<file path="config.mk">
export PLATFORM = sky130hd
export DESIGN_NAME = standby_sense
export DESIGN_NICKNAME = d
export VERILOG_FILES = /design/src/hdl/standby_sense.v
export VERILOG_INCLUDE_DIRS = /design/src /design/src/hdl
export SDC_FILE = /design/constraint.sdc
export NUM_CORES = 1
export LEC_CHECK = 0
export ABC_CLOCK_PERIOD_IN_PS = 17100
export BUFFER_PORTS_ARGS = -buffer_cell sky130_fd_sc_hd__clkbuf_2
export CAP_MARGIN = 10
export CORE_MARGIN = 1
export CORE_UTILIZATION = 55
export CTS_BUF_LIST = sky130_fd_sc_hd__clkbuf_4
export DETAILED_ROUTE_END_ITERATION = 8
export GPL_TIMING_DRIVEN = 0
export PLACE_DENSITY = 0.74
export SYNTH_ARGS = -nofsm -noshare
export SYNTH_HDL_FRONTEND = slang
export SYNTH_SLANG_ARGS = --single-unit
</file>
<file path="constraint.sdc">
create_clock -name clk -period 17.1 [get_ports clk]
set_input_delay 3.42 -clock clk [delete_from_list [all_inputs] [get_ports clk]]
set_output_delay 3.42 -clock clk [all_outputs]
set_load 0.005 [all_outputs]
</file>
<file path="src/hdl/standby_sense_defines.vh">
// register map, field positions, reset values and timing figures
// for the standby sensing and noise screening block; definitions only
`ifndef STANDBY_SENSE_DEFINES_VH
`define STANDBY_SENSE_DEFINES_VH

// register offsets
`define ADDR_NOISE_THRESHOLD_CTRL   8'h38
`define ADDR_STANDBY_INPUT_ENABLE   8'h40
`define ADDR_STANDBY_SENSING_CONFIG 8'h41
`define ADDR_STANDBY_SENSITIVITY    8'h42
`define ADDR_STANDBY_THRESHOLD      8'h43

// reset values
`define RST_NOISE_THRESHOLD_CTRL    8'h01
`define RST_STANDBY_INPUT_ENABLE    8'h00
`define RST_STANDBY_SENSING_CONFIG  8'h39
`define RST_STANDBY_SENSITIVITY     8'h02
`define RST_STANDBY_THRESHOLD       8'h40

// field positions
`define NOISE_PCT_MSB               1
`define NOISE_PCT_LSB               0
`define MON_MSB                     5
`define MON_LSB                     0
`define CFG_ACCUM_BIT               7
`define CFG_COUNT_MSB               6
`define CFG_COUNT_LSB               4
`define CFG_SAMP_MSB                3
`define CFG_SAMP_LSB                2
`define CFG_CYC_MSB                 1
`define CFG_CYC_LSB                 0
`define GAIN_MSB                    2
`define GAIN_LSB                    0
`define THR_MSB                     6
`define THR_LSB                     0

// noise fraction is (code + NOISE_PCT_BASE) eighths of the touch threshold
`define NOISE_PCT_BASE              4'h2
`define NOISE_PCT_SHIFT             3

// timing: shortest sample and shortest cycle, in ns, and the clock rate
`define CLK_MHZ                     250
`define SAMP_T0_NS                  320000
`define CYCLE_T0_NS                 35000000

`endif

</file>
<file path="src/hdl/standby_sense.v">
// standby sensing sequencer, delta scaling, touch and noise-spike screening,
// and the five configuration registers behind the serial bus engine.
// assumes: the serial bus engine drives the register strobes on clk; the analog
// front end returns a magnitude count asynchronously; active thresholds on clk.
// standby_mode and noise_screen_disable come from logic on clk, so they are
// used without synchronisers.
`timescale 1ns/1ps
`include "standby_sense_defines.vh"

// Function
// - delta above noise threshold but not above touch threshold is a noise spike
// - noise screen disable lets every sample feed recalibration
// - two-bit shared code picks 25, 37.5, 50 or 62.5 percent
// - six enable bits choose inputs monitored in standby with standby settings
// - bit 7 selects summed rather than averaged delta; sum may overflow
// - three-bit field sets samples per measurement, 1 to 128, reset 8
// - all samples of one input taken back to back before the next
// - sample time 320us, 640us, 1.28ms or 2.56ms
// - cycle period 35, 70, 105 or 140 ms
// - sample enabled inputs at cycle start, then low power for the rest
// - cycle stretches when sampling outlasts the programmed period
// - sensitivity multiplier 128x down to 1x, halving per code, reset 32x
// - delta msb equals 64 raw counts at 128x, 8192 at 1x
// - standby settings touch only standby inputs, not active configuration
// - standby touch when delta exceeds seven-bit standby threshold, reset 40h
module standby_sense #(
  parameter integer SAMP_BASE_CYC  = `SAMP_T0_NS * `CLK_MHZ / 1000,
  parameter integer CYCLE_BASE_CYC = `CYCLE_T0_NS / 1000 * `CLK_MHZ,
  parameter integer RAW_W          = 16
) (
  input  wire              clk,
  input  wire              rst,
  input  wire              ce,
  input  wire              standby_mode,
  input  wire              noise_screen_disable,
  input  wire [41:0]       active_thresh,
  input  wire [7:0]        reg_addr,
  input  wire [7:0]        reg_wdata,
  input  wire              reg_wr,
  input  wire              reg_rd,
  output reg  [7:0]        reg_rdata,
  input  wire [RAW_W-1:0]  afe_count,
  output reg               meas_start,
  output reg  [2:0]        meas_input,
  output reg               low_power,
  output reg               result_valid,
  output reg  [2:0]        result_input,
  output reg  [7:0]        result_delta,
  output reg  [5:0]        standby_touch,
  output reg               noise_spike,
  output reg               recal_use
);

  // state codes
  localparam [1:0] ST_IDLE  = 2'd0;
  localparam [1:0] ST_SAMP  = 2'd1;
  localparam [1:0] ST_CALC  = 2'd2;
  localparam [1:0] ST_REST  = 2'd3;

  // reset images, cut below to the width each register keeps
  localparam [7:0] RST_NC   = `RST_NOISE_THRESHOLD_CTRL;
  localparam [7:0] RST_EN   = `RST_STANDBY_INPUT_ENABLE;
  localparam [7:0] RST_CFG  = `RST_STANDBY_SENSING_CONFIG;
  localparam [7:0] RST_GAIN = `RST_STANDBY_SENSITIVITY;
  localparam [7:0] RST_THR  = `RST_STANDBY_THRESHOLD;

  //////////////////////////////////////////////////////////////////////////
  // registers; a write lands at once, so changing settings mid-cycle takes
  // effect on the very next sample, except the input enables, which are latched at cycle start
  reg  [1:0]       noise_pct_sel_r;
  reg  [5:0]       mon_en_r;
  reg  [7:0]       cfg_r;
  reg  [2:0]       gain_r;
  reg  [6:0]       sb_thr_r;

  // per-input standby enables, input 1 in bit 0
  wire             standby_mon_in1 = mon_en_r[0];
  wire             standby_mon_in2 = mon_en_r[1];
  wire             standby_mon_in3 = mon_en_r[2];
  wire             standby_mon_in4 = mon_en_r[3];
  wire             standby_mon_in5 = mon_en_r[4];
  wire             standby_mon_in6 = mon_en_r[5];
  wire [5:0]       mon_vec         = {standby_mon_in6, standby_mon_in5, standby_mon_in4,
                                      standby_mon_in3, standby_mon_in2, standby_mon_in1};

  // configuration fields
  wire             accumulate_not_average = cfg_r[`CFG_ACCUM_BIT];
  wire [2:0]       standby_sample_count   = cfg_r[`CFG_COUNT_MSB:`CFG_COUNT_LSB];
  wire [1:0]       standby_sample_period  = cfg_r[`CFG_SAMP_MSB:`CFG_SAMP_LSB];
  wire [1:0]       standby_cycle_period   = cfg_r[`CFG_CYC_MSB:`CFG_CYC_LSB];

  // read mux; unmapped offsets and unused upper bits read as zero
  reg  [7:0]       rdata_nxt;
  always @* begin
    rdata_nxt = 8'h00;
    if (reg_addr == `ADDR_NOISE_THRESHOLD_CTRL) begin
      rdata_nxt = {6'h00, noise_pct_sel_r};
    end else if (reg_addr == `ADDR_STANDBY_INPUT_ENABLE) begin
      rdata_nxt = {2'h0, mon_en_r};
    end else if (reg_addr == `ADDR_STANDBY_SENSING_CONFIG) begin
      rdata_nxt = cfg_r;
    end else if (reg_addr == `ADDR_STANDBY_SENSITIVITY) begin
      rdata_nxt = {5'h00, gain_r};
    end else if (reg_addr == `ADDR_STANDBY_THRESHOLD) begin
      rdata_nxt = {1'b0, sb_thr_r};
    end
  end

  // configuration registers
  always @(posedge clk or posedge rst) begin
    if (rst) begin
      noise_pct_sel_r <= RST_NC[1:0];
      mon_en_r        <= RST_EN[5:0];
      cfg_r           <= RST_CFG;
      gain_r          <= RST_GAIN[2:0];
      sb_thr_r        <= RST_THR[6:0];
      reg_rdata       <= 8'h00;
    end else if (ce) begin
      // write decode; other offsets are ignored
      if (reg_wr) begin
        if (reg_addr == `ADDR_NOISE_THRESHOLD_CTRL) begin
          noise_pct_sel_r <= reg_wdata[`NOISE_PCT_MSB:`NOISE_PCT_LSB];
        end else if (reg_addr == `ADDR_STANDBY_INPUT_ENABLE) begin
          mon_en_r <= reg_wdata[`MON_MSB:`MON_LSB];
        end else if (reg_addr == `ADDR_STANDBY_SENSING_CONFIG) begin
          cfg_r <= reg_wdata;
        end else if (reg_addr == `ADDR_STANDBY_SENSITIVITY) begin
          gain_r <= reg_wdata[`GAIN_MSB:`GAIN_LSB];
        end else if (reg_addr == `ADDR_STANDBY_THRESHOLD) begin
          sb_thr_r <= reg_wdata[`THR_MSB:`THR_LSB];
        end
      end
      // read data stands from the edge after the strobe until the next read
      if (reg_rd) begin
        reg_rdata <= rdata_nxt;
      end
    end
  end

  //////////////////////////////////////////////////////////////////////////
  // analog count synchroniser; the count is held steady by the front end
  // for the whole sample period, so a bus-wide double flop is safe here
  reg  [RAW_W-1:0] afe_s1_r;
  reg  [RAW_W-1:0] afe_s2_r;

  always @(posedge clk or posedge rst) begin
    if (rst) begin
      afe_s1_r <= {RAW_W{1'b0}};
      afe_s2_r <= {RAW_W{1'b0}};
    end else if (ce) begin
      afe_s1_r <= afe_count;
      afe_s2_r <= afe_s1_r;
    end
  end

  //////////////////////////////////////////////////////////////////////////
  // timing decode in clk cycles: a sample doubles per code step and the
  // cycle is the base period times code plus one; both bases are fixed at
  // build time through the parameters
  wire [31:0] samp_cyc  = SAMP_BASE_CYC;
  wire [31:0] cycle_cyc = CYCLE_BASE_CYC;
  wire [31:0] samp_len  = samp_cyc << standby_sample_period;
  wire [33:0] cyc_mul   = cycle_cyc * {30'h0, ({2'b00, standby_cycle_period} + 4'h1)};
  wire [31:0] cycle_len = cyc_mul[31:0];
  wire [7:0]  n_samples = 8'h01 << standby_sample_count;

  //////////////////////////////////////////////////////////////////////////
  // sequencer: idle, then per enabled input one pick cycle and its samples,
  // then rest with low_power until the cycle count runs out; a cycle whose
  // sampling outlasts the period rests a single cycle and starts again
  reg  [1:0]              state_r;
  // cycle and sample counters run in clk cycles; the sample-index counter counts samples
  reg  [31:0]             cyc_cnt_r;
  reg  [31:0]             samp_cnt_r;
  reg  [7:0]              samp_idx_r;
  reg  [2:0]              in_idx_r;
  reg  [RAW_W+7:0]        acc_r;
  reg  [5:0]              todo_r;

  // lowest pending enabled input; scanning down leaves the lowest set bit,
  // so inputs are taken in ascending order
  reg  [2:0]              next_in;
  reg                     next_ok;
  integer                 k;
  always @* begin
    next_in = 3'd0;
    next_ok = 1'b0;
    for (k = 5; k >= 0; k = k - 1) begin
      if (todo_r[k]) begin
        next_in = k[2:0];
        next_ok = 1'b1;
      end
    end
  end

  wire [RAW_W+7:0] acc_add = acc_r + {8'h00, afe_s2_r};

  // end of one sample, and of the last sample of the current input
  wire             samp_end  = (samp_cnt_r + 32'h1 >= samp_len);
  wire             samp_last = (samp_idx_r + 8'h01 == n_samples);

  always @(posedge clk or posedge rst) begin
    if (rst) begin
      state_r    <= ST_IDLE;
      cyc_cnt_r  <= 32'h0;
      samp_cnt_r <= 32'h0;
      samp_idx_r <= 8'h00;
      in_idx_r   <= 3'd0;
      acc_r      <= {(RAW_W+8){1'b0}};
      todo_r     <= 6'h00;
      meas_start <= 1'b0;
      meas_input <= 3'd0;
      low_power  <= 1'b0;
    end else if (ce) begin
      meas_start <= 1'b0;
      if (state_r != ST_IDLE) begin
        cyc_cnt_r <= cyc_cnt_r + 32'h1;
      end
      case (state_r)
        ST_IDLE: begin
          low_power <= 1'b0;
          // a cycle starts only when at least one input is enabled
          if (standby_mode && (mon_vec != 6'h00)) begin
            todo_r    <= mon_vec;
            cyc_cnt_r <= 32'h0;
            state_r   <= ST_CALC;
          end
        end
        ST_CALC: begin
          // pick the next input, or rest for the remainder of the cycle
          acc_r      <= {(RAW_W+8){1'b0}};
          samp_idx_r <= 8'h00;
          samp_cnt_r <= 32'h0;
          if (next_ok) begin
            in_idx_r   <= next_in;
            meas_input <= next_in;
            meas_start <= 1'b1;
            // retire the chosen input so the next pick moves on
            todo_r     <= todo_r & ~(6'h01 << next_in);
            state_r    <= ST_SAMP;
          end else begin
            low_power <= 1'b1;
            state_r   <= ST_REST;
          end
        end
        ST_SAMP: begin
          // a sample ends: fold it in, then start the next or finish the input
          if (samp_end) begin
            acc_r      <= acc_add;
            samp_cnt_r <= 32'h0;
            samp_idx_r <= samp_idx_r + 8'h01;
            if (samp_last) begin
              state_r <= ST_CALC;
            end else begin
              meas_start <= 1'b1;
            end
          end else begin
            samp_cnt_r <= samp_cnt_r + 32'h1;
          end
        end
        default: begin
          // an overlong sampling phase arrives here already past the period,
          // so it rests one cycle and the sample count wins over the period
          if (!standby_mode) begin
            low_power <= 1'b0;
            state_r   <= ST_IDLE;
          end else if (cyc_cnt_r + 32'h1 >= cycle_len) begin
            low_power <= 1'b0;
            state_r   <= ST_IDLE;
          end
        end
      endcase
    end
  end

  //////////////////////////////////////////////////////////////////////////
  // combine, scale and classify one finished measurement
  wire             done_meas = (state_r == ST_SAMP) && samp_end && samp_last;
  // averaging divides by the power-of-two count and truncates
  wire [RAW_W+7:0] avg_val   = acc_add >> standby_sample_count;
  // summed mode passes the raw sum, which may wrap below
  wire [RAW_W+7:0] comb_val  = accumulate_not_average ? acc_add : avg_val;
  // msb of 8 bits weighs 128, so 128x gives 64 raw counts and 1x gives 8192
  wire [RAW_W+8:0] scaled    = {comb_val, 1'b0} >> gain_r;
  wire             ovf       = |scaled[RAW_W+8:8];
  // summed mode simply wraps, averaged mode saturates
  wire [7:0]       delta_nxt = (ovf && !accumulate_not_average) ? 8'hff : scaled[7:0];

  // noise threshold per input: active threshold times (code + 2) eighths,
  // that is 25 to 62.5 percent, compared against the scaled delta
  wire [6:0]       act_thr   = active_thresh[in_idx_r*7 +: 7];
  wire [10:0]      noise_prd = act_thr * ({2'b00, noise_pct_sel_r} + `NOISE_PCT_BASE);
  wire [7:0]       noise_thr = noise_prd[10:`NOISE_PCT_SHIFT];
  wire             spike     = (delta_nxt > noise_thr) && (delta_nxt <= {1'b0, act_thr});
  wire             touch_nxt = (delta_nxt > {1'b0, sb_thr_r});

  // result registers; input and delta hold until the next measurement finishes, result_valid pulses one cycle
  always @(posedge clk or posedge rst) begin
    if (rst) begin
      result_valid <= 1'b0;
      result_input <= 3'd0;
      result_delta <= 8'h00;
    end else if (ce) begin
      result_valid <= done_meas;
      if (done_meas) begin
        result_input <= in_idx_r;
        result_delta <= delta_nxt;
      end
    end
  end

  // screening outcome, a one-cycle pulse pair beside result_valid;
  // with screening off every result may feed recalibration
  always @(posedge clk or posedge rst) begin
    if (rst) begin
      noise_spike <= 1'b0;
      recal_use   <= 1'b0;
    end else if (ce) begin
      noise_spike <= done_meas & spike & ~noise_screen_disable;
      recal_use   <= done_meas & (~spike | noise_screen_disable);
    end
  end

  //////////////////////////////////////////////////////////////////////////
  // per-input standby touch flags; a result that finishes after standby has
  // ended is dropped, so no stale touch survives the exit
  wire [5:0]       touch_upd;
  wire [5:0]       in_hot    = 6'h01 << in_idx_r;
  genvar           g;
  generate
    for (g = 0; g < 6; g = g + 1) begin : g_touch
      // clear outside standby, load on this input's result, else hold
      assign touch_upd[g] = !standby_mode             ? 1'b0 :
                            (done_meas && in_hot[g]) ? touch_nxt :
                            standby_touch[g];
    end
  endgenerate

  always @(posedge clk or posedge rst) begin
    if (rst) begin
      standby_touch <= 6'h00;
    end else if (ce) begin
      standby_touch <= touch_upd;
    end
  end

endmodule // standby_sense

</file>
# Word-level counts from Yosys, hierarchy flattened

Cells that the tools add are included.
W data, S select, Z words.

Memories kept: 0
Output and inout port bits: 33
Word-level logic and storage cells: 178
Input port bits: 81
RAM bits: 0
Latch bits: 0
Bits in registers: 195
ROM bits: 0

$mul: 3
Eq/ne operators: 21
Reductions and logical operators: 37
Shift operators: 7
Div/mod/pow operators: 0
Add/subtract/negate cells: 6
Order comparisons: 5
Bitwise gates (word level): 13
Muxes and demuxes: 58

Operators by type and width:

| operator                | count |
|---|---|
| $mux W32                | 4 |
| $add A32 B1 Y32 const B | 2 |
| $pmux W32 S2            | 1 |
| $mux W24                | 2 |
| $pmux W24 S2            | 1 |
| $shiftx A42 B7 Y7       | 1 |
| $mux W8                 | 5 |
| $eq A8 B7 Y1 const B    | 4 |
| $ge A32 B27 Y1          | 1 |
| $ge A32 B32 Y1          | 1 |
| $shl A17 B2 Y32 const A | 1 |
| $shr A25 B3 Y25         | 1 |
| $add A24 B16 Y24        | 1 |
| $mux W1                 | 24 |
| $shr A24 B3 Y24         | 1 |
| $mul A20 B3 Y23 const A | 1 |
| $mux W3                 | 6 |
| $reduce_and A2 Y1       | 9 |
| $reduce_or A17 Y1       | 1 |
| $gt A8 B7 Y1            | 2 |
| $pmux W8 S2             | 1 |
| $mux W7                 | 2 |
| $mux W2                 | 6 |
| $mux W6                 | 2 |
| other kinds (35)        | 70 |

# Depth between registers and ports, before layout

Depth in word-level cells: 12
Mapped depth: 30
Depth with buffers taken out: 28

# Worst setup path before layout

Ideal clock, no wire load.

Kind: input port to flip-flop
From: in active_thresh[22]
To: reg recal_use
Slack: 10.295 ns
Stages on the path: 18
Path buffers: 0
Required time: 16.975 ns
Arrival: 6.680 ns
Setup time: 0.125 ns
Cells stage by stage: mux4_2 a22oi_1 mux2i_1 ha_1 nand2_1 nor4_1 fa_1 a21o_1 a21oi_1 o21bai_1 a21oi_1 xor2_1 ha_1 nand4_1 nor2_1 nor4_1 nand2_1 a2bb2oi_1

Cells in the longest elaborated chain, start to end: 7
Elaborated cells between the ends (all ways): 8
Classes of those cells: mul (1); order compare (2); shift (1); bitwise (3); reduce/logical (1)

Ends and longest elaborated chain:

| what                  | line                | source |
|---|---|---|
| start, declared       | standby_sense.v:36  | `input wire [41:0] active_thresh,` |
| $shiftx A42 B7 Y7 *   | standby_sense.v:291 | `wire [6:0] act_thr = active_thresh[in_idx_r*7 +: 7];` |
| $mul A7 B3 Y10        | standby_sense.v:292 | `` wire [10:0] noise_prd = act_thr * ({2'b00, noise_pct_sel_r} + `NOISE_PCT_BASE); `` |
| $gt A8 B7 Y1          | standby_sense.v:294 | `wire spike = (delta_nxt > noise_thr) && (delta_nxt <= {1'b0, act_thr});` |
| $logic_and A1 B1 Y1 * | standby_sense.v:294 |  |
| $not A1 Y1 *          | standby_sense.v:320 | `recal_use <= done_meas & (~spike \| noise_screen_disable);` |
| $or A1 B1 Y1 *        | standby_sense.v:320 |  |
| $and A1 B1 Y1 *       | standby_sense.v:320 |  |
| end signal, assigned  | standby_sense.v:320 |  |
| end, declared         | standby_sense.v:51  | `output reg recal_use` |

Every way passes the cells marked *; elsewhere a longest branch is shown, timed or not.
A chain may end at the register's enable or synchronous reset.

# Final worst setup path

From: in active_thresh[24]
To: reg recal_use

The elaborated chain is that of the path after synthesis.

==> summary.txt <==
Routing
  • DR vias: 14.1k
  • Final WL: 42.8 mm
  • Post-DR vias/cell: 6.38
  • Drt drc: 0
  • Drt first pass iters: 7
  • DRT iter0 DRCs: 1372
  • DRT antenna net count: 0
  • Per-cell routed wire length: 19.4 um

Placement
  • PortBufs: 112
  • Hpwl dp: 32.6 mm
  • DP Area: 16200 um2
  • GP Congestion: 0.962

Critical path
  • Critical path origin: active_thresh[24]
  • Critical path launch point type: primary input
  • Worst Setup EP: recal_use
  • Reg2reg path depth: 26
  • Crit Path Class: primary input to register
  • Reg2Reg Launch Point: afe_s2_r[4]
  • Crit. End Element: register
  • Required @ worst endpoint: 17620 ps
  • Worst reg2reg setup slack: 10280 ps
  • CP arrival: 7560 ps
  • Worst-path maximum fanout: 4
  • R2r endpoint: recal_use

Die
  • Die footprint: 28300 um2
  • Row count: 60
  • Initial Util: 56.2%
  • Die Ht: 168 um
  • I/O pins: 114
  • Core area: 27000 um2
  • Die W: 168 um

Logic synthesis
  • EDFF count, synth: 0
  • Syn_nets: 1904
  • Syn Inst Count: 1718
  • Synth async-reset ratio: 100%
  • Sequential fraction of the synthesis area: 32.2%
  • Syn Area/Cell: 8.84 um2
  • Seq cells post-synth: 195
  • Ys Warns: 0
  • Yosys cell types: 96
  • Ys flop type: dfrtp_1
  • Cell Area, Synth: 15200 um2

Power
  • LEAKAGE: 0.00735 uW
  • Max rail drop VDD: 75.3 uV
  • P per Cell Area: 110 nW/um2

Clock tree
  • Htree depth: 4
  • CTS tree: built
  • Total CTS buffers: 17
  • Setup repair bufs after CTS: 0
  • CTS Root Cell: clkbuf_4
  • Clock Pin Slew Worst Setup and Hold Paths: 180 ps
  • PostCTS Resize Cnt: 0
  • Clock buffer depth: 2
  • Worst-Skew Late Latency: 640 ps
  • CTS hold repair buffers: 0
  • Clock sink count: 195

Layout
  • Layout cell share with drive strength beyond 1: 15.8%
  • Reg area: 4890 um2
  • Most frequent cells in the layout: nand2_1, dfrtp_1, o21ai_0
  • Area delta synth->final: 8.76%
  • Fillers: 2405
  • Number of nets in the layout: 2039
  • Final instance area: 16500 um2
  • Multi-input gate area: 9710 um2
  • Commonest non-fill, non-tap cell in the layout: nand2_1

Global routing
  • First-pass GRT wire length: 69.1 mm
  • Pin count of the biggest net entering global routing: 110
  • Vias in the first global route: 13.3k
  • Initial antenna violation count: 1
  • Global route total overflow: 0
  • All-Layer GR Usage: 30.4%

Timing
  • RSZ-0062 raised after global routing: false
  • Worst Max-Slew Pin Slew: 1200 ps
  • Fmax: 142 MHz
  • Slew headroom: 17.8%
  • Crit path time final: 7040 ps
  • Fin. Hold Viols: 0
  • Final setup fails: 0
  • Fin Clk Skew: 35.7 ps
  • Tcrit/Tclk final: 41.2%
  • Final hold slack: 485 ps
  • Final slew viol count: 0
  • Setup_tns: 0 ps

Status
  • Status: complete, no violations

Run
  • Max-Cap Viols: 0

Hold path
  • Hold Path Class: register to register
==> metrics by stage <==
stage               total power (uW)  instances  setup WS, ps  util (%)
global placement                1510       2171          6100      59.9
CTS                             1800       2207         10060      61.1
detailed placement              1540       2175          9390      60.1
floorplan                       1260       1718          8380         -
finish                          1810       2208         10060      61.1
global route                    1940       2208          9760      61.1
==> critical path, cell delays in order <==
cell	delay, ps
clkbuf_2	80
mux4_2	470
a22oi_1	470
nor2b_1	100
ha_1	350
ha_1	300
a21oi_1	140
nor2b_1	80
o21ai_0	220
a21oi_1	130
o21ai_0	210
nand2_1	90
ha_1	290
nor2b_1	120
o21ai_0	80
nand2b_1	70
a21oi_1	60
nor4_1	590
nand2_1	120
a2bb2oi_1	150
==> power by group <==
part / total [uW] / internal (uW) / switching, uW
Clock: 263 / 67.8 / 195
Sequential: 538 / 501 / 36.5
Combinational: 1010 / 377 / 637
==> cells in the mapped netlist, types with 8 or more instances <==
library cell	number	area share (%)
buf_1	10	0.25
o22ai_1	8	0.33
xor2_1	24	1.4
a211oi_1	9	0.44
o31ai_1	39	1.9
o21a_1	18	0.89
o211ai_1	8	0.40
nor2b_1	24	0.99
a31oi_1	20	0.82
mux2i_1	34	2.2
xnor2_1	42	2.4
a22o_1	12	0.69
and3_1	28	1.2
mux4_2	22	3.3
nor4_1	13	0.54
a21o_1	17	0.84
dfrtp_1	188	31
clkbuf_1	72	1.8
nand2_1	199	4.9
a22oi_1	14	0.69
nor3_1	27	0.89
or3_1	8	0.33
nand2b_1	25	1.0
and2_1	24	0.99
ha_1	103	8.5
and4_1	9	0.52
o21ai_0	150	4.9
nor2_1	118	2.9
nand4_1	30	1.2
inv_1	52	1.3
a21oi_1	72	2.4
mux2_2	67	5.0
buf_2	12	0.40
nand3_1	71	2.3
==> worst min path at each step <==
stage                                to  cells after the start          start
after CTS                 samp_cnt_r[5]                      1  samp_cnt_r[5]
after floorplan           samp_cnt_r[5]                      1  samp_cnt_r[5]
after detailed placement  samp_cnt_r[5]                      1  samp_cnt_r[5]
after global placement    samp_cnt_r[5]                      1  samp_cnt_r[5]
final                     samp_cnt_r[5]                      1  samp_cnt_r[5]
after global routing      samp_cnt_r[5]                      1  samp_cnt_r[5]
==> area by class of cell <==
type	instances	share of cell area [%]
multi-input cells	1371	58.8
flip-flops and latches	195	29.6
repair buffers	116	3.68
well taps	341	2.58
plain buffers	97	2.36
inverters	55	1.29
clock inverters	15	0.954
clock buffers	17	0.772
diodes	1	0.0151
==> sequential cells by signal, indices dropped and copies added (netlist names) <==
name,flops
state_r,2
in_idx_r,3
noise_spike,1
afe_s2_r,16
cyc_cnt_r,32
noise_pct_sel_r,2
standby_touch,6
samp_idx_r,8
reg_rdata,8
cfg_r,8
low_power,1
meas_start,1
samp_cnt_r,32
sb_thr_r,7
result_delta,8
result_input,3
gain_r,3
recal_use,1
mon_en_r,6
todo_r,6
afe_s1_r,16
acc_r,24
result_valid,1
==> cells by family after synthesis <==
kind of cell             count (synthesis)  synth area share, %
multiplexers                           124                 10.6
flip-flops                             195                 32.2
adder cells (fa/ha/maj)                105                 8.75
AO/OA/AOI/OAI                          469                 21.2
XOR/XNOR                                66                 3.80
AND/OR/NAND/NOR                        607                 19.6
buffers and inverters                  152                 3.93
==> per-layer routing <==
layer  global-route usage [%]  part of all wire, %
met1                     41.8                   45
met2                     49.2                   46
met3                     4.40                  6.0
met4                     10.4                  2.7
met5                        0                    0
No activity file was read; power rests on OpenSTA's default activity.
